[config.mk]
export PLATFORM = sky130hd
export DESIGN_NAME = amcgr_registers
export DESIGN_NICKNAME = d
export VERILOG_FILES = /design/src/verilog/amcgr_pkg.sv /design/src/verilog/amcgr_core_if.sv /design/src/verilog/amcgr_clk_gen.sv /design/src/verilog/amcgr_registers.sv /design/src/verilog/amcgr_seq.sv
export SDC_FILE = /design/constraint.sdc
export NUM_CORES = 1
export LEC_CHECK = 0
export BUFFER_PORTS_ARGS = -buffer_cell sky130_fd_sc_hd__buf_2
export CAP_MARGIN = 0
export CORE_ASPECT_RATIO = 1.25
export CORE_MARGIN = 1.5
export CORE_UTILIZATION = 51
export CTS_BUF_LIST = sky130_fd_sc_hd__clkbuf_4 sky130_fd_sc_hd__clkbuf_8
export DETAILED_ROUTE_END_ITERATION = 16
export PLACE_DENSITY = 0.81
export REMOVE_ABC_BUFFERS = 1
export SLEW_MARGIN = 0
export SYNTH_ARGS = -nofsm -noshare
export SYNTH_HDL_FRONTEND = slang
export SYNTH_HIERARCHICAL = 1
export SYNTH_SLANG_ARGS = --single-unit
[constraint.sdc]
create_clock -name mclk -period 1.8 [get_ports mclk]
set_clock_uncertainty 0.2 [all_clocks]
set_input_delay 0.18 -clock mclk [delete_from_list [all_inputs] [get_ports mclk]]
set_output_delay 0.18 -clock mclk [all_outputs]
set_load 0.01 [all_outputs]
[src/verilog/amcgr_pkg.sv]
// shared constants and types for the converter mode, clock and pin control registers
package amcgr_pkg;
    // register offsets on the plain register port
    localparam logic [3:0] ADDR_CONV_CONTROL = 4'h1;
    localparam logic [3:0] ADDR_RESULT = 4'h2;
    localparam logic [3:0] ADDR_IO_CONTROL = 4'h3;
    localparam logic [3:0] ADDR_AUX_CONTROL = 4'h8;

    // values after reset
    localparam logic [5:0] CONV_CONTROL_RST = 6'h00;
    localparam logic [15:0] RESULT_RST = 16'h0000;
    localparam logic [7:0] IO_CONTROL_RST = 8'h00;
    localparam logic [1:0] AUX_CONTROL_RST = 2'h0;

    // field positions
    localparam int CLKSEL_LSB = 0;
    localparam int MODE_LSB = 2;
    localparam int IO_DIR_LSB = 0;
    localparam int IO_DATA_LSB = 4;
    localparam int AUX_STBY_BIT = 0;
    localparam int AUX_INTSEL_BIT = 1;
    localparam int PIN_STBY = 3;
    localparam int PIN_INT = 1;

    typedef enum logic [1:0] {
        CLK_INT_OFF = 2'b00,
        CLK_INT_OUT = 2'b01,
        CLK_EXT = 2'b10,
        CLK_EXT_DIV2 = 2'b11
    } amcgr_clksel_t;

    localparam logic [3:0] MODE_STANDBY = 4'h2;
    localparam logic [3:0] MODE_IDLE = 4'h4;
    localparam logic [3:0] MODE_SYNC_IDLE = 4'ha;
    localparam logic [3:0] MODE_SYNC_STBY = 4'hb;

    typedef enum logic [1:0] {
        ST_IDLE = 2'b00,
        ST_STANDBY = 2'b01,
        ST_CONVERT = 2'b10
    } amcgr_state_t;

    // internal oscillator in hertz, system clock in hertz
    localparam int INT_OSC_HZ = 76800;
    localparam int MCLK_HZ = 20000000;
    localparam logic [7:0] INT_OSC_HALF_CYC = 8'(MCLK_HZ / (2 * INT_OSC_HZ));
    // modulator clock periods per converted sequence
    localparam logic [7:0] CONV_TICKS = 8'h10;
endpackage

[src/verilog/amcgr_core_if.sv]
// signals shared between the register top, the clock selector and the sequencer
`timescale 1ns/1ps
interface amcgr_core_if;
    amcgr_pkg::amcgr_clksel_t clkSel;
    logic [3:0] mode;
    logic modTick;
    logic intClkLvl;
    amcgr_pkg::amcgr_state_t state;
    logic resultLoad;
    logic filterHold;

    modport clkgen (input clkSel, output modTick, output intClkLvl);
    modport seq (input mode, input modTick, output state, output resultLoad, output filterHold);
    modport top (output clkSel, output mode, input modTick, input intClkLvl, input state,
                 input resultLoad, input filterHold);
endinterface

[src/verilog/amcgr_clk_gen.sv]
// modulator clock source selection and internal oscillator divider
`timescale 1ns/1ps
module amcgr_clk_gen (
    input wire logic mclk,
    input wire logic sysRst,
    input wire logic extClkIn,
    amcgr_core_if.clkgen cif
);
    logic [7:0] oscCnt_r, oscCnt_nxt;
    logic oscLvl_r, oscLvl_nxt;
    logic extPrev_r, extPrev_nxt;
    logic extDiv_r, extDiv_nxt;
    logic tick_r, tick_nxt;
    logic oscRise;
    logic extRise;

    always_comb begin
        oscCnt_nxt = oscCnt_r + 8'h01;
        oscLvl_nxt = oscLvl_r;
        oscRise = 1'b0;
        if (oscCnt_r == amcgr_pkg::INT_OSC_HALF_CYC - 8'h01) begin
            oscCnt_nxt = 8'h00;
            oscLvl_nxt = ~oscLvl_r;
            oscRise = ~oscLvl_r;
        end
        extPrev_nxt = extClkIn;
        extRise = extClkIn & ~extPrev_r;
        extDiv_nxt = extDiv_r ^ extRise;
        case (cif.clkSel)
            amcgr_pkg::CLK_INT_OFF, amcgr_pkg::CLK_INT_OUT: tick_nxt = oscRise;
            amcgr_pkg::CLK_EXT: tick_nxt = extRise;
            amcgr_pkg::CLK_EXT_DIV2: tick_nxt = extRise & extDiv_r;
            default: tick_nxt = 1'b0;
        endcase
    end

    always_ff @(posedge mclk) begin
        if (sysRst) begin
            oscCnt_r <= 8'h00;
            oscLvl_r <= 1'b0;
            extPrev_r <= 1'b0;
            extDiv_r <= 1'b0;
            tick_r <= 1'b0;
        end else begin
            oscCnt_r <= oscCnt_nxt;
            oscLvl_r <= oscLvl_nxt;
            extPrev_r <= extPrev_nxt;
            extDiv_r <= extDiv_nxt;
            tick_r <= tick_nxt;
        end
    end

    assign cif.modTick = tick_r;
    assign cif.intClkLvl = oscLvl_r;
endmodule

[src/verilog/amcgr_registers.sv]
// register bank for converter mode, clock selection, result and shared pin control
`timescale 1ns/1ps
module amcgr_registers (
    input wire logic mclk,
    input wire logic sys_rst,
    input wire logic [3:0] regAddr,
    input wire logic [15:0] regWrData,
    input wire logic regWrEn,
    input wire logic regRdEn,
    output logic [15:0] regRdData,
    input wire logic syncPin,
    input wire logic extClkIn,
    input wire logic [15:0] modResult,
    output logic clkPinOut,
    output logic clkPinOe,
    output logic [3:0] gpioOut,
    output logic [3:0] gpioOe,
    output logic filterReset,
    output logic standbyActive
);
    amcgr_core_if cif ();

    amcgr_clk_gen uClkGen (
        .mclk(mclk),
        .sysRst(sys_rst),
        .extClkIn(extClkIn),
        .cif(cif)
    );

    amcgr_seq uSeq (
        .mclk(mclk),
        .sysRst(sys_rst),
        .syncPinIn(syncPin),
        .cif(cif)
    );

    logic [5:0] convCtrl_r, convCtrl_nxt;
    logic [15:0] result_r, result_nxt;
    logic [7:0] ioCtrl_r, ioCtrl_nxt;
    logic [1:0] auxCtrl_r, auxCtrl_nxt;
    logic ready_r, ready_nxt;
    logic [15:0] rdData_r, rdData_nxt;
    logic [3:0] gpioOut_r, gpioOut_nxt;
    logic [3:0] gpioOe_r, gpioOe_nxt;
    logic clkOut_r, clkOut_nxt;
    logic clkOe_r, clkOe_nxt;
    logic filtRst_r, filtRst_nxt;
    logic stby_r, stby_nxt;

    function automatic logic hit(input logic strobe, input logic [3:0] addr,
                                 input logic [3:0] target);
        hit = strobe && (addr == target);
    endfunction

    assign cif.clkSel = amcgr_pkg::amcgr_clksel_t'(convCtrl_r[amcgr_pkg::CLKSEL_LSB +: 2]);
    assign cif.mode = convCtrl_r[amcgr_pkg::MODE_LSB +: 4];

    // register contents
    always_comb begin
        convCtrl_nxt = convCtrl_r;
        ioCtrl_nxt = ioCtrl_r;
        auxCtrl_nxt = auxCtrl_r;
        result_nxt = result_r;
        ready_nxt = ready_r;
        if (hit(regWrEn, regAddr, amcgr_pkg::ADDR_CONV_CONTROL)) begin
            convCtrl_nxt = regWrData[5:0];
        end
        if (hit(regWrEn, regAddr, amcgr_pkg::ADDR_IO_CONTROL)) begin
            ioCtrl_nxt = regWrData[7:0];
        end
        if (hit(regWrEn, regAddr, amcgr_pkg::ADDR_AUX_CONTROL)) begin
            auxCtrl_nxt = regWrData[1:0];
        end
        // writes to the result offset are dropped; only the sequencer loads it
        if (cif.resultLoad) begin
            result_nxt = modResult;
        end
        // a result landing in the same cycle as its read keeps the flag set
        if (cif.resultLoad) begin
            ready_nxt = 1'b1;
        end else if (hit(regRdEn, regAddr, amcgr_pkg::ADDR_RESULT)) begin
            ready_nxt = 1'b0;
        end
    end

    always_ff @(posedge mclk) begin
        if (sys_rst) begin
            convCtrl_r <= amcgr_pkg::CONV_CONTROL_RST;
            result_r <= amcgr_pkg::RESULT_RST;
            ioCtrl_r <= amcgr_pkg::IO_CONTROL_RST;
            auxCtrl_r <= amcgr_pkg::AUX_CONTROL_RST;
            ready_r <= 1'b0;
        end else begin
            convCtrl_r <= convCtrl_nxt;
            result_r <= result_nxt;
            ioCtrl_r <= ioCtrl_nxt;
            auxCtrl_r <= auxCtrl_nxt;
            ready_r <= ready_nxt;
        end
    end

    // read data stand for one cycle only, zero otherwise
    always_comb begin
        rdData_nxt = 16'h0000;
        if (regRdEn) begin
            case (regAddr)
                amcgr_pkg::ADDR_CONV_CONTROL: rdData_nxt = {10'h000, convCtrl_r};
                amcgr_pkg::ADDR_RESULT: rdData_nxt = result_r;
                amcgr_pkg::ADDR_IO_CONTROL: rdData_nxt = {8'h00, ioCtrl_r};
                amcgr_pkg::ADDR_AUX_CONTROL: rdData_nxt = {12'h000, ready_r, stby_r, auxCtrl_r};
                default: rdData_nxt = 16'h0000;
            endcase
        end
    end

    always_ff @(posedge mclk) begin
        if (sys_rst) begin
            rdData_r <= 16'h0000;
        end else begin
            rdData_r <= rdData_nxt;
        end
    end

    logic [3:0] pinOeBase;
    logic [3:0] pinOutBase;

    // a pin drives its data bit only while its direction bit selects output
    for (genvar g = 0; g < 4; g++) begin : gen_pin
        assign pinOeBase[g] = ioCtrl_r[amcgr_pkg::IO_DIR_LSB + g];
        assign pinOutBase[g] = ioCtrl_r[amcgr_pkg::IO_DIR_LSB + g] &
                               ioCtrl_r[amcgr_pkg::IO_DATA_LSB + g];
    end

    // shared pin drive; the overrides sit last so they win over the direction bits
    always_comb begin
        gpioOe_nxt = pinOeBase;
        gpioOut_nxt = pinOutBase;
        if (auxCtrl_r[amcgr_pkg::AUX_STBY_BIT]) begin
            gpioOe_nxt[amcgr_pkg::PIN_STBY] = 1'b1;
            gpioOut_nxt[amcgr_pkg::PIN_STBY] = (cif.state == amcgr_pkg::ST_STANDBY);
        end
        if (auxCtrl_r[amcgr_pkg::AUX_INTSEL_BIT]) begin
            gpioOe_nxt[amcgr_pkg::PIN_INT] = 1'b1;
            gpioOut_nxt[amcgr_pkg::PIN_INT] = ready_r;
        end
        // the pin is an input for both external selections, so it is never driven then
        clkOe_nxt = (cif.clkSel == amcgr_pkg::CLK_INT_OUT);
        clkOut_nxt = clkOe_nxt & cif.intClkLvl;
        filtRst_nxt = cif.filterHold;
        stby_nxt = (cif.state == amcgr_pkg::ST_STANDBY);
    end

    always_ff @(posedge mclk) begin
        if (sys_rst) begin
            gpioOut_r <= 4'h0;
            gpioOe_r <= 4'h0;
            clkOut_r <= 1'b0;
            clkOe_r <= 1'b0;
            filtRst_r <= 1'b1;
            stby_r <= 1'b0;
        end else begin
            gpioOut_r <= gpioOut_nxt;
            gpioOe_r <= gpioOe_nxt;
            clkOut_r <= clkOut_nxt;
            clkOe_r <= clkOe_nxt;
            filtRst_r <= filtRst_nxt;
            stby_r <= stby_nxt;
        end
    end

    assign regRdData = rdData_r;
    assign gpioOut = gpioOut_r;
    assign gpioOe = gpioOe_r;
    assign clkPinOut = clkOut_r;
    assign clkPinOe = clkOe_r;
    assign filterReset = filtRst_r;
    assign standbyActive = stby_r;
endmodule

[src/verilog/amcgr_seq.sv]
// sync pin driven conversion sequencer
`timescale 1ns/1ps
module amcgr_seq (
    input wire logic mclk,
    input wire logic sysRst,
    input wire logic syncPinIn,
    amcgr_core_if.seq cif
);
    logic syncMeta_r, syncLvl_r, syncPrev_r;
    amcgr_pkg::amcgr_state_t state_r, state_nxt;
    logic [7:0] cnt_r, cnt_nxt;
    logic load_r, load_nxt;
    logic hold_r;
    logic syncFall;
    logic syncMode;

    function automatic amcgr_pkg::amcgr_state_t restState(input logic [3:0] m);
        if (m == amcgr_pkg::MODE_SYNC_STBY || m == amcgr_pkg::MODE_STANDBY) begin
            restState = amcgr_pkg::ST_STANDBY;
        end else begin
            restState = amcgr_pkg::ST_IDLE;
        end
    endfunction

    // the second and third stages feed the edge detector, never the first
    assign syncFall = syncPrev_r & ~syncLvl_r;
    assign syncMode = (cif.mode == amcgr_pkg::MODE_SYNC_IDLE) ||
                      (cif.mode == amcgr_pkg::MODE_SYNC_STBY);

    always_comb begin
        state_nxt = state_r;
        cnt_nxt = cnt_r;
        load_nxt = 1'b0;
        case (state_r)
            amcgr_pkg::ST_CONVERT: begin
                if (!syncMode) begin
                    state_nxt = restState(cif.mode);
                end else if (cif.modTick) begin
                    if (cnt_r == amcgr_pkg::CONV_TICKS - 8'h01) begin
                        load_nxt = 1'b1;
                        state_nxt = restState(cif.mode);
                    end else begin
                        cnt_nxt = cnt_r + 8'h01;
                    end
                end
            end
            amcgr_pkg::ST_IDLE, amcgr_pkg::ST_STANDBY: begin
                if (syncMode && syncFall) begin
                    state_nxt = amcgr_pkg::ST_CONVERT;
                    cnt_nxt = 8'h00;
                end else begin
                    state_nxt = restState(cif.mode);
                end
            end
            default: state_nxt = amcgr_pkg::ST_IDLE;
        endcase
    end

    always_ff @(posedge mclk) begin
        if (sysRst) begin
            syncMeta_r <= 1'b1;
            syncLvl_r <= 1'b1;
            syncPrev_r <= 1'b1;
            state_r <= amcgr_pkg::ST_IDLE;
            cnt_r <= 8'h00;
            load_r <= 1'b0;
            hold_r <= 1'b1;
        end else begin
            syncMeta_r <= syncPinIn;
            syncLvl_r <= syncMeta_r;
            syncPrev_r <= syncLvl_r;
            state_r <= state_nxt;
            cnt_r <= cnt_nxt;
            load_r <= load_nxt;
            hold_r <= (state_nxt != amcgr_pkg::ST_CONVERT);
        end
    end

    assign cif.state = state_r;
    assign cif.resultLoad = load_r;
    assign cif.filterHold = hold_r;
endmodule
* Word level (Yosys, flattened, before mapping)
Index checks and enable logic that the tools add are counted.
Widths: inputs -> output; s select.
** Operators by class
- Add/sub/neg operators :: 2
- Equal/unequal tests :: 19
- Bitwise gates (word level) :: 16
- Reduce and logical (&&, ||, !) cells :: 17
- Muxes and demuxes :: 21
** Operators by type and width (number)
- $pmux 16 s4 :: 1
- $mux 8 :: 4
- $add 8x1->8 const B :: 2
- $pmux 8 s2 :: 1
- $eq 4x2->1 const B :: 3
- $eq 4x4->1 const B :: 3
- $mux 1 :: 9
- $and 1x1->1 :: 8
- $eq 8x4->1 const B :: 1
- $eq 8x8->1 const B :: 1
- $mux 2 :: 4
- $reduce_or 2->1 :: 4
- $not 1->1 :: 7
- $eq 2x2->1 const B :: 3
- $ne 2x2->1 const B :: 3
- $logic_and 1x1->1 :: 5
- $reduce_and 5->1 :: 1
- $eq 2x1->1 const B :: 2
- $eq 4x1->1 const B :: 1
- $logic_not 2->1 :: 2
- $ne 2x1->1 const B :: 2
- $pmux 2 s2 :: 1
- $reduce_bool 2->1 :: 2
- $reduce_or 4->1 :: 1
- other kinds (3) :: 4
** Word-level totals
- Input port bits :: 42
- Word-level logic and storage cells :: 99
- Flip-flop bits (word level) :: 88

* Logic depth before layout (Yosys ltp)
- Depth in word-level cells :: 8
- Depth in mapped cells :: 6

* By module
The synthesis kept the hierarchy.
** Modules (own cells, without submodules)
- amcgr_registers :: instances 1, area each 2307.2 um^2, cells an instance 232
- amcgr_seq :: instances 1, area each 758.2 um^2, cells an instance 83
- amcgr_clk_gen :: instances 1, area each 534.3 um^2, cells an instance 54

* Least setup slack after synthesis
OpenSTA, ideal clock, no wires.
- Path type :: register -> register
- From :: register uSeq.cnt_r[0]
- To :: register uSeq.cnt_r[5]
- Setup slack :: 0.013 ns
- Required time :: 1.528 ns
- Setup time :: 0.072 ns
- Cell stages (with the launch flop) :: 6
- Period minus slack after synthesis :: 1.787 ns
- Data arrival time :: 1.516 ns
- Buffers on the path :: 0
- Cells stage by stage :: dfxtp_1 ha_1 nand3_1 o211ai_4 a2111oi_0 mux2i_1
** On the way
- Longest elaborated chain between the ends :: 5
- Elaborated cells between the ends (all ways) :: 8
- Classes of those cells :: add/sub: 1; eq/ne: 2; mux: 4; reduce/logical: 1
** RTL lines
- from (decl) :: RTL line amcgr_seq.sv:11 : logic [7:0] cnt_r, cnt_nxt;
- from (signal assigned) :: RTL line amcgr_seq.sv:73 : cnt_r <= cnt_nxt;
- $add 8x1->8 :: RTL line amcgr_seq.sv:43 : cnt_nxt = cnt_r + 8'h01;
- $mux 8 :: RTL line amcgr_seq.sv:39 : if (cnt_r == amcgr_pkg::CONV_TICKS - 8'h01) begin
- $mux 8 :: RTL line amcgr_seq.sv:38 : end else if (cif.modTick) begin
- $mux 8 :: RTL line amcgr_seq.sv:36 : if (!syncMode) begin
- $pmux 8 s2 :: RTL line amcgr_seq.sv:34 : case (state_r)
Several ways; a longest one is shown, not always the timed one. The select of a mux whose other input is x is not followed.
A chain may end at the register's enable or synchronous reset.

* Final worst setup path
- From :: register uSeq.cnt_r[5]
- To :: register uSeq.cnt_r[4]
** On the way
- Longest elaborated chain between the ends :: 3
** RTL lines (RTL line)
- $eq 8x4->1 :: amcgr_seq.sv:39
- $ne 2x2->1 (no line)
- $reduce_and 5->1 (no line)
Every way passes these cells.

==> reports/qor.yml <==
outcome: "complete, but fails checks"
violations: "setup timing"
fp.dieH_um: 96.9
ff_latch_area_um2: 1770
synth-seq-cells: 88
gr-usage-all-layers_pct: 24.2
antenna_violating_nets_post_route: 0
fin_area_um2: 4760
finalCriticalPeriod_ns: 1.85
number_of_global_route_vias_before_repair: 3121
dp_hpwl_mm: 5.61
register_to_register_path_depth: 5
hold_path_startpoint: "regWrEn"
postSynthAreaPerCell_um2: 9.76
seq_area_frac_synth_pct: 48.9
timing.final.crit_share_pct: 103
port_bufs: 61
n_antenna_cell: 0
final_max_slew_viol_count: 0
die_x_um: 78.1
setup.worst_path.start_class: "flop"
cp-end-kind: "flop"
setup.reg_to_reg.worst_slack_ns: -0.05
ir_worst_vdd_v: 0.000479
cellLeakagePower_nw: 1.88
num_io_pins: 70
worst_skew_pair.late_latency_ns: 0.36
crit_buf_inv: 1
post_drt_via_cell_ratio: 5.54
fp.dieArea_um2: 7570
gp_congestion: 0.800
synth-async-reset-ratio_pct: 0
r2r_end: "uSeq/cnt_r[4]"
setup_viol: 4
timing_worst_slew_pin_value_ns: 0.423
worstHoldPathType: "input pin to flop"
multiInputGateArea_um2: 1780
wire_length_of_the_first_global_routing_pass_mm: 14.3
tritoncts_num_sinks: 88
clockBufferDepth: 2
fillerInstances: 523
cts_tree: "built"
highest_attainable_clock_frequency_mhz: 539
cts-buffers-inserted: 9
grt_max_degree: 22
timing.critical_path.arrival_ns: 1.89
r2r-start: "uSeq/cnt_r[5]"
routedWlPerCell_um: 15.1
vias: 3197
detail_route.iter0.violations: 165
synth_top_flop_cell: "sky130_fd_sc_hd__dfxtp_1"
place_ws_ns: -0.0321
synth_top_cells_by_area: "sky130_fd_sc_hd__dfxtp_1 49%, sky130_fd_sc_hd__mux2i_1 7.2%, sky130_fd_sc_hd__a21oi_1 3.9%"
ys_types: 56
clock_tree.htree_level_count: 3
powerDensity_nw_per_um2: 801
timing.max_cap.violations: 0
drt_first_pass_iters: 5
dpl-instance-area_um2: 4130
placeableCoreArea_um2: 6890
initial_standard_cell_utilization_of_the_core_pct: 52.2
finish.utilization_pct: 69.1
synthDominantAreaCellType: "sky130_fd_sc_hd__dfxtp_1"
setup.worst_path.start: "uSeq/cnt_r[5]"
post_synth_inst_count: 369
synth_warnings: 6
slowest_delay_ns: 0.55
timing.critical_path.to: "uSeq/cnt_r[4]"
ys_top_cells_by_count: "88 x sky130_fd_sc_hd__dfxtp_1, 32 x sky130_fd_sc_hd__nor2_1, 28 x sky130_fd_sc_hd__a21oi_1, 26 x sky130_fd_sc_hd__mux2i_1"
max_slew_headroom_at_the_worst_pin_pct: 71.8
post-route-worst-setup-slack_ns: -0.0537
worst-setup-path-type: "flop to flop"
timing.critical_path.slowest_stage_cell: "sky130_fd_sc_hd__or4_4"
cp_data_required_time_ns: 1.84
wirelength_mm: 8.72
timing.critical_path.max_delay_family: "simple AND/OR/NAND/NOR gates"
clkSlewWorstSetupHoldPaths_ns: 0.10
rsz_0062_raised_after_global_routing: "true"
drive_gt1_share_pct: 28.7
top_count_cell_post_synth: "sky130_fd_sc_hd__dfxtp_1"
antenna_found_initial: 0
area.growth.synth_to_final_pct: 32.3
grt.overflow.total: 0
final-hold-violation-count: 0
critical_path_peak_fanout: 5
synth.top_cell.area_share_pct: 48.9
crit_cells: 5
rows: 34
clk_tree_root_cell: "sky130_fd_sc_hd__clkbuf_8"
cp_cell_sequence: "or4_4 -> o211ai_4 -> buf_6 -> a211oi_1 -> mux2i_1"
drc_errors: 0
fin_nets: 528
synth.cell_area_um2: 3600
synth_edf_count: 0
==> per-layer routing <==
layer	share of wire, %	vias up	wire length (µm)	GRT usage (%)
met1	41	1487	3530	29.1
met3	5.8	18	509	4.62
met5	0	-	0	0
li1	-	1551	-	-
met2	52	141	4520	41.5
met4	1.8	0	161	10.2
==> flip-flops by register name, indices dropped and copies added, names as in the netlist, 2 cells and up <==
register / flops
gpioOe: 4
ioCtrl_r: 8
convCtrl_r: 6
gpioOut: 4
auxCtrl_r: 2
uSeq/cif.state: 2
result_r: 16
uClkGen/oscCnt_r: 8
uSeq/cnt_r: 8
regRdData: 16
==> cells by family (layout without fill, tap and decap cells) <==
group / after synthesis / in the layout / share of synthesized area (%)
xor gates and xnor gates: 4 / 4 / 0.973
muxes: 28 / 28 / 7.86
buffers and inverters: 26 / 144 / 3.51
AOI/OAI and AO/OA: 75 / 75 / 13.0
DFF: 88 / 88 / 48.9
adders and majority gates: 4 / 4 / 1.39
and+or+nand+nor: 144 / 144 / 24.4
==> timing repair <==
action | 4_1_cts | 5_1_grt
setup endpoints to repair | 7 | 13
hold endpoints to repair | 35 | 0
hold buffers | 31 | 0
setup buffers | 1 | 0
gates cloned | 0 | 0
pin swaps | 1 | 3
resized for setup | 5 | 19
==> layout by cell type (no fill, tap or decap), types with 4 or more instances in the layout <==
cell type                        n
sky130_fd_sc_hd__nand2_1        13
sky130_fd_sc_hd__nand4_1         5
sky130_fd_sc_hd__buf_4          25
sky130_fd_sc_hd__or2_2           4
sky130_fd_sc_hd__inv_1           9
sky130_fd_sc_hd__dlygate4sd3_1  31
sky130_fd_sc_hd__nand2b_1        4
sky130_fd_sc_hd__and3b_1         9
sky130_fd_sc_hd__mux2i_1        26
sky130_fd_sc_hd__buf_2          61
sky130_fd_sc_hd__o21ai_0        24
sky130_fd_sc_hd__clkbuf_8       10
sky130_fd_sc_hd__a21oi_1        26
sky130_fd_sc_hd__a22oi_1         6
sky130_fd_sc_hd__nand3_1        24
sky130_fd_sc_hd__nor2b_1         8
sky130_fd_sc_hd__or3_1           7
sky130_fd_sc_hd__dfxtp_1        84
sky130_fd_sc_hd__and2_1         12
sky130_fd_sc_hd__nor2_1         32
==> power breakdown <==
| part | internal (W) | total (W) | switching (W) | leakage (nW) |
|---|---|---|---|---|
| sequential | 0.00197 | 0.00198 | 0.0000189 | 0.713 |
| clock | 0.000837 | 0.00157 | 0.000732 | 0.118 |
| combinational | 0.000130 | 0.000260 | 0.000130 | 1.05 |
==> worst reg2reg max path, stage by stage (launching register included) <==
cell and delay, ns:
sky130_fd_sc_hd__dfxtp_2 0.33, sky130_fd_sc_hd__or4_4 0.55, sky130_fd_sc_hd__o211ai_4 0.28, sky130_fd_sc_hd__buf_6 0.17
sky130_fd_sc_hd__a211oi_1 0.09, sky130_fd_sc_hd__mux2i_1 0.12
==> through the flow <==
| stage | TNS (ns) | instances | total power (W) | hold slack [ns] |
|---|---|---|---|---|
| floorplan | 0 | 352 | 0.00211 | 0.0491 |
| global placement | -0.000504 | 530 | 0.00222 | 0.168 |
| detailed placement | -0.0934 | 530 | 0.00223 | 0.170 |
| CTS | -0.0466 | 578 | 0.00383 | 0.0437 |
| global route | -0.339 | 577 | 0.00395 | 0.0724 |
| finish | -0.120 | 577 | 0.00381 | 0.0572 |
==> worst min-delay path by stage <==
stage | end | slack [ns] | cells past startpoint
floorplan | auxCtrl_r[0] | 0.05 | 1
global placement | uSeq/syncMeta_r | 0.17 | 2
detailed placement | uSeq/syncMeta_r | 0.17 | 2
CTS | auxCtrl_r[0] | 0.04 | 4
global route | regRdData[14] | 0.07 | 3
finish | auxCtrl_r[0] | 0.06 | 4
==> area by class of cell <==
| type | count | area share [%] |
|---|---|---|
| Sequential cell | 88 | 37.2 |
| Multi-Input combinational cell | 255 | 37.5 |
| Inverter | 9 | 0.710 |
| Tap cell | 90 | 2.37 |
| Clock inverter | 6 | 2.00 |
| Clock buffer | 10 | 2.89 |
| Timing Repair Buffer | 119 | 17.4 |
(Power assumes the default switching activity.)
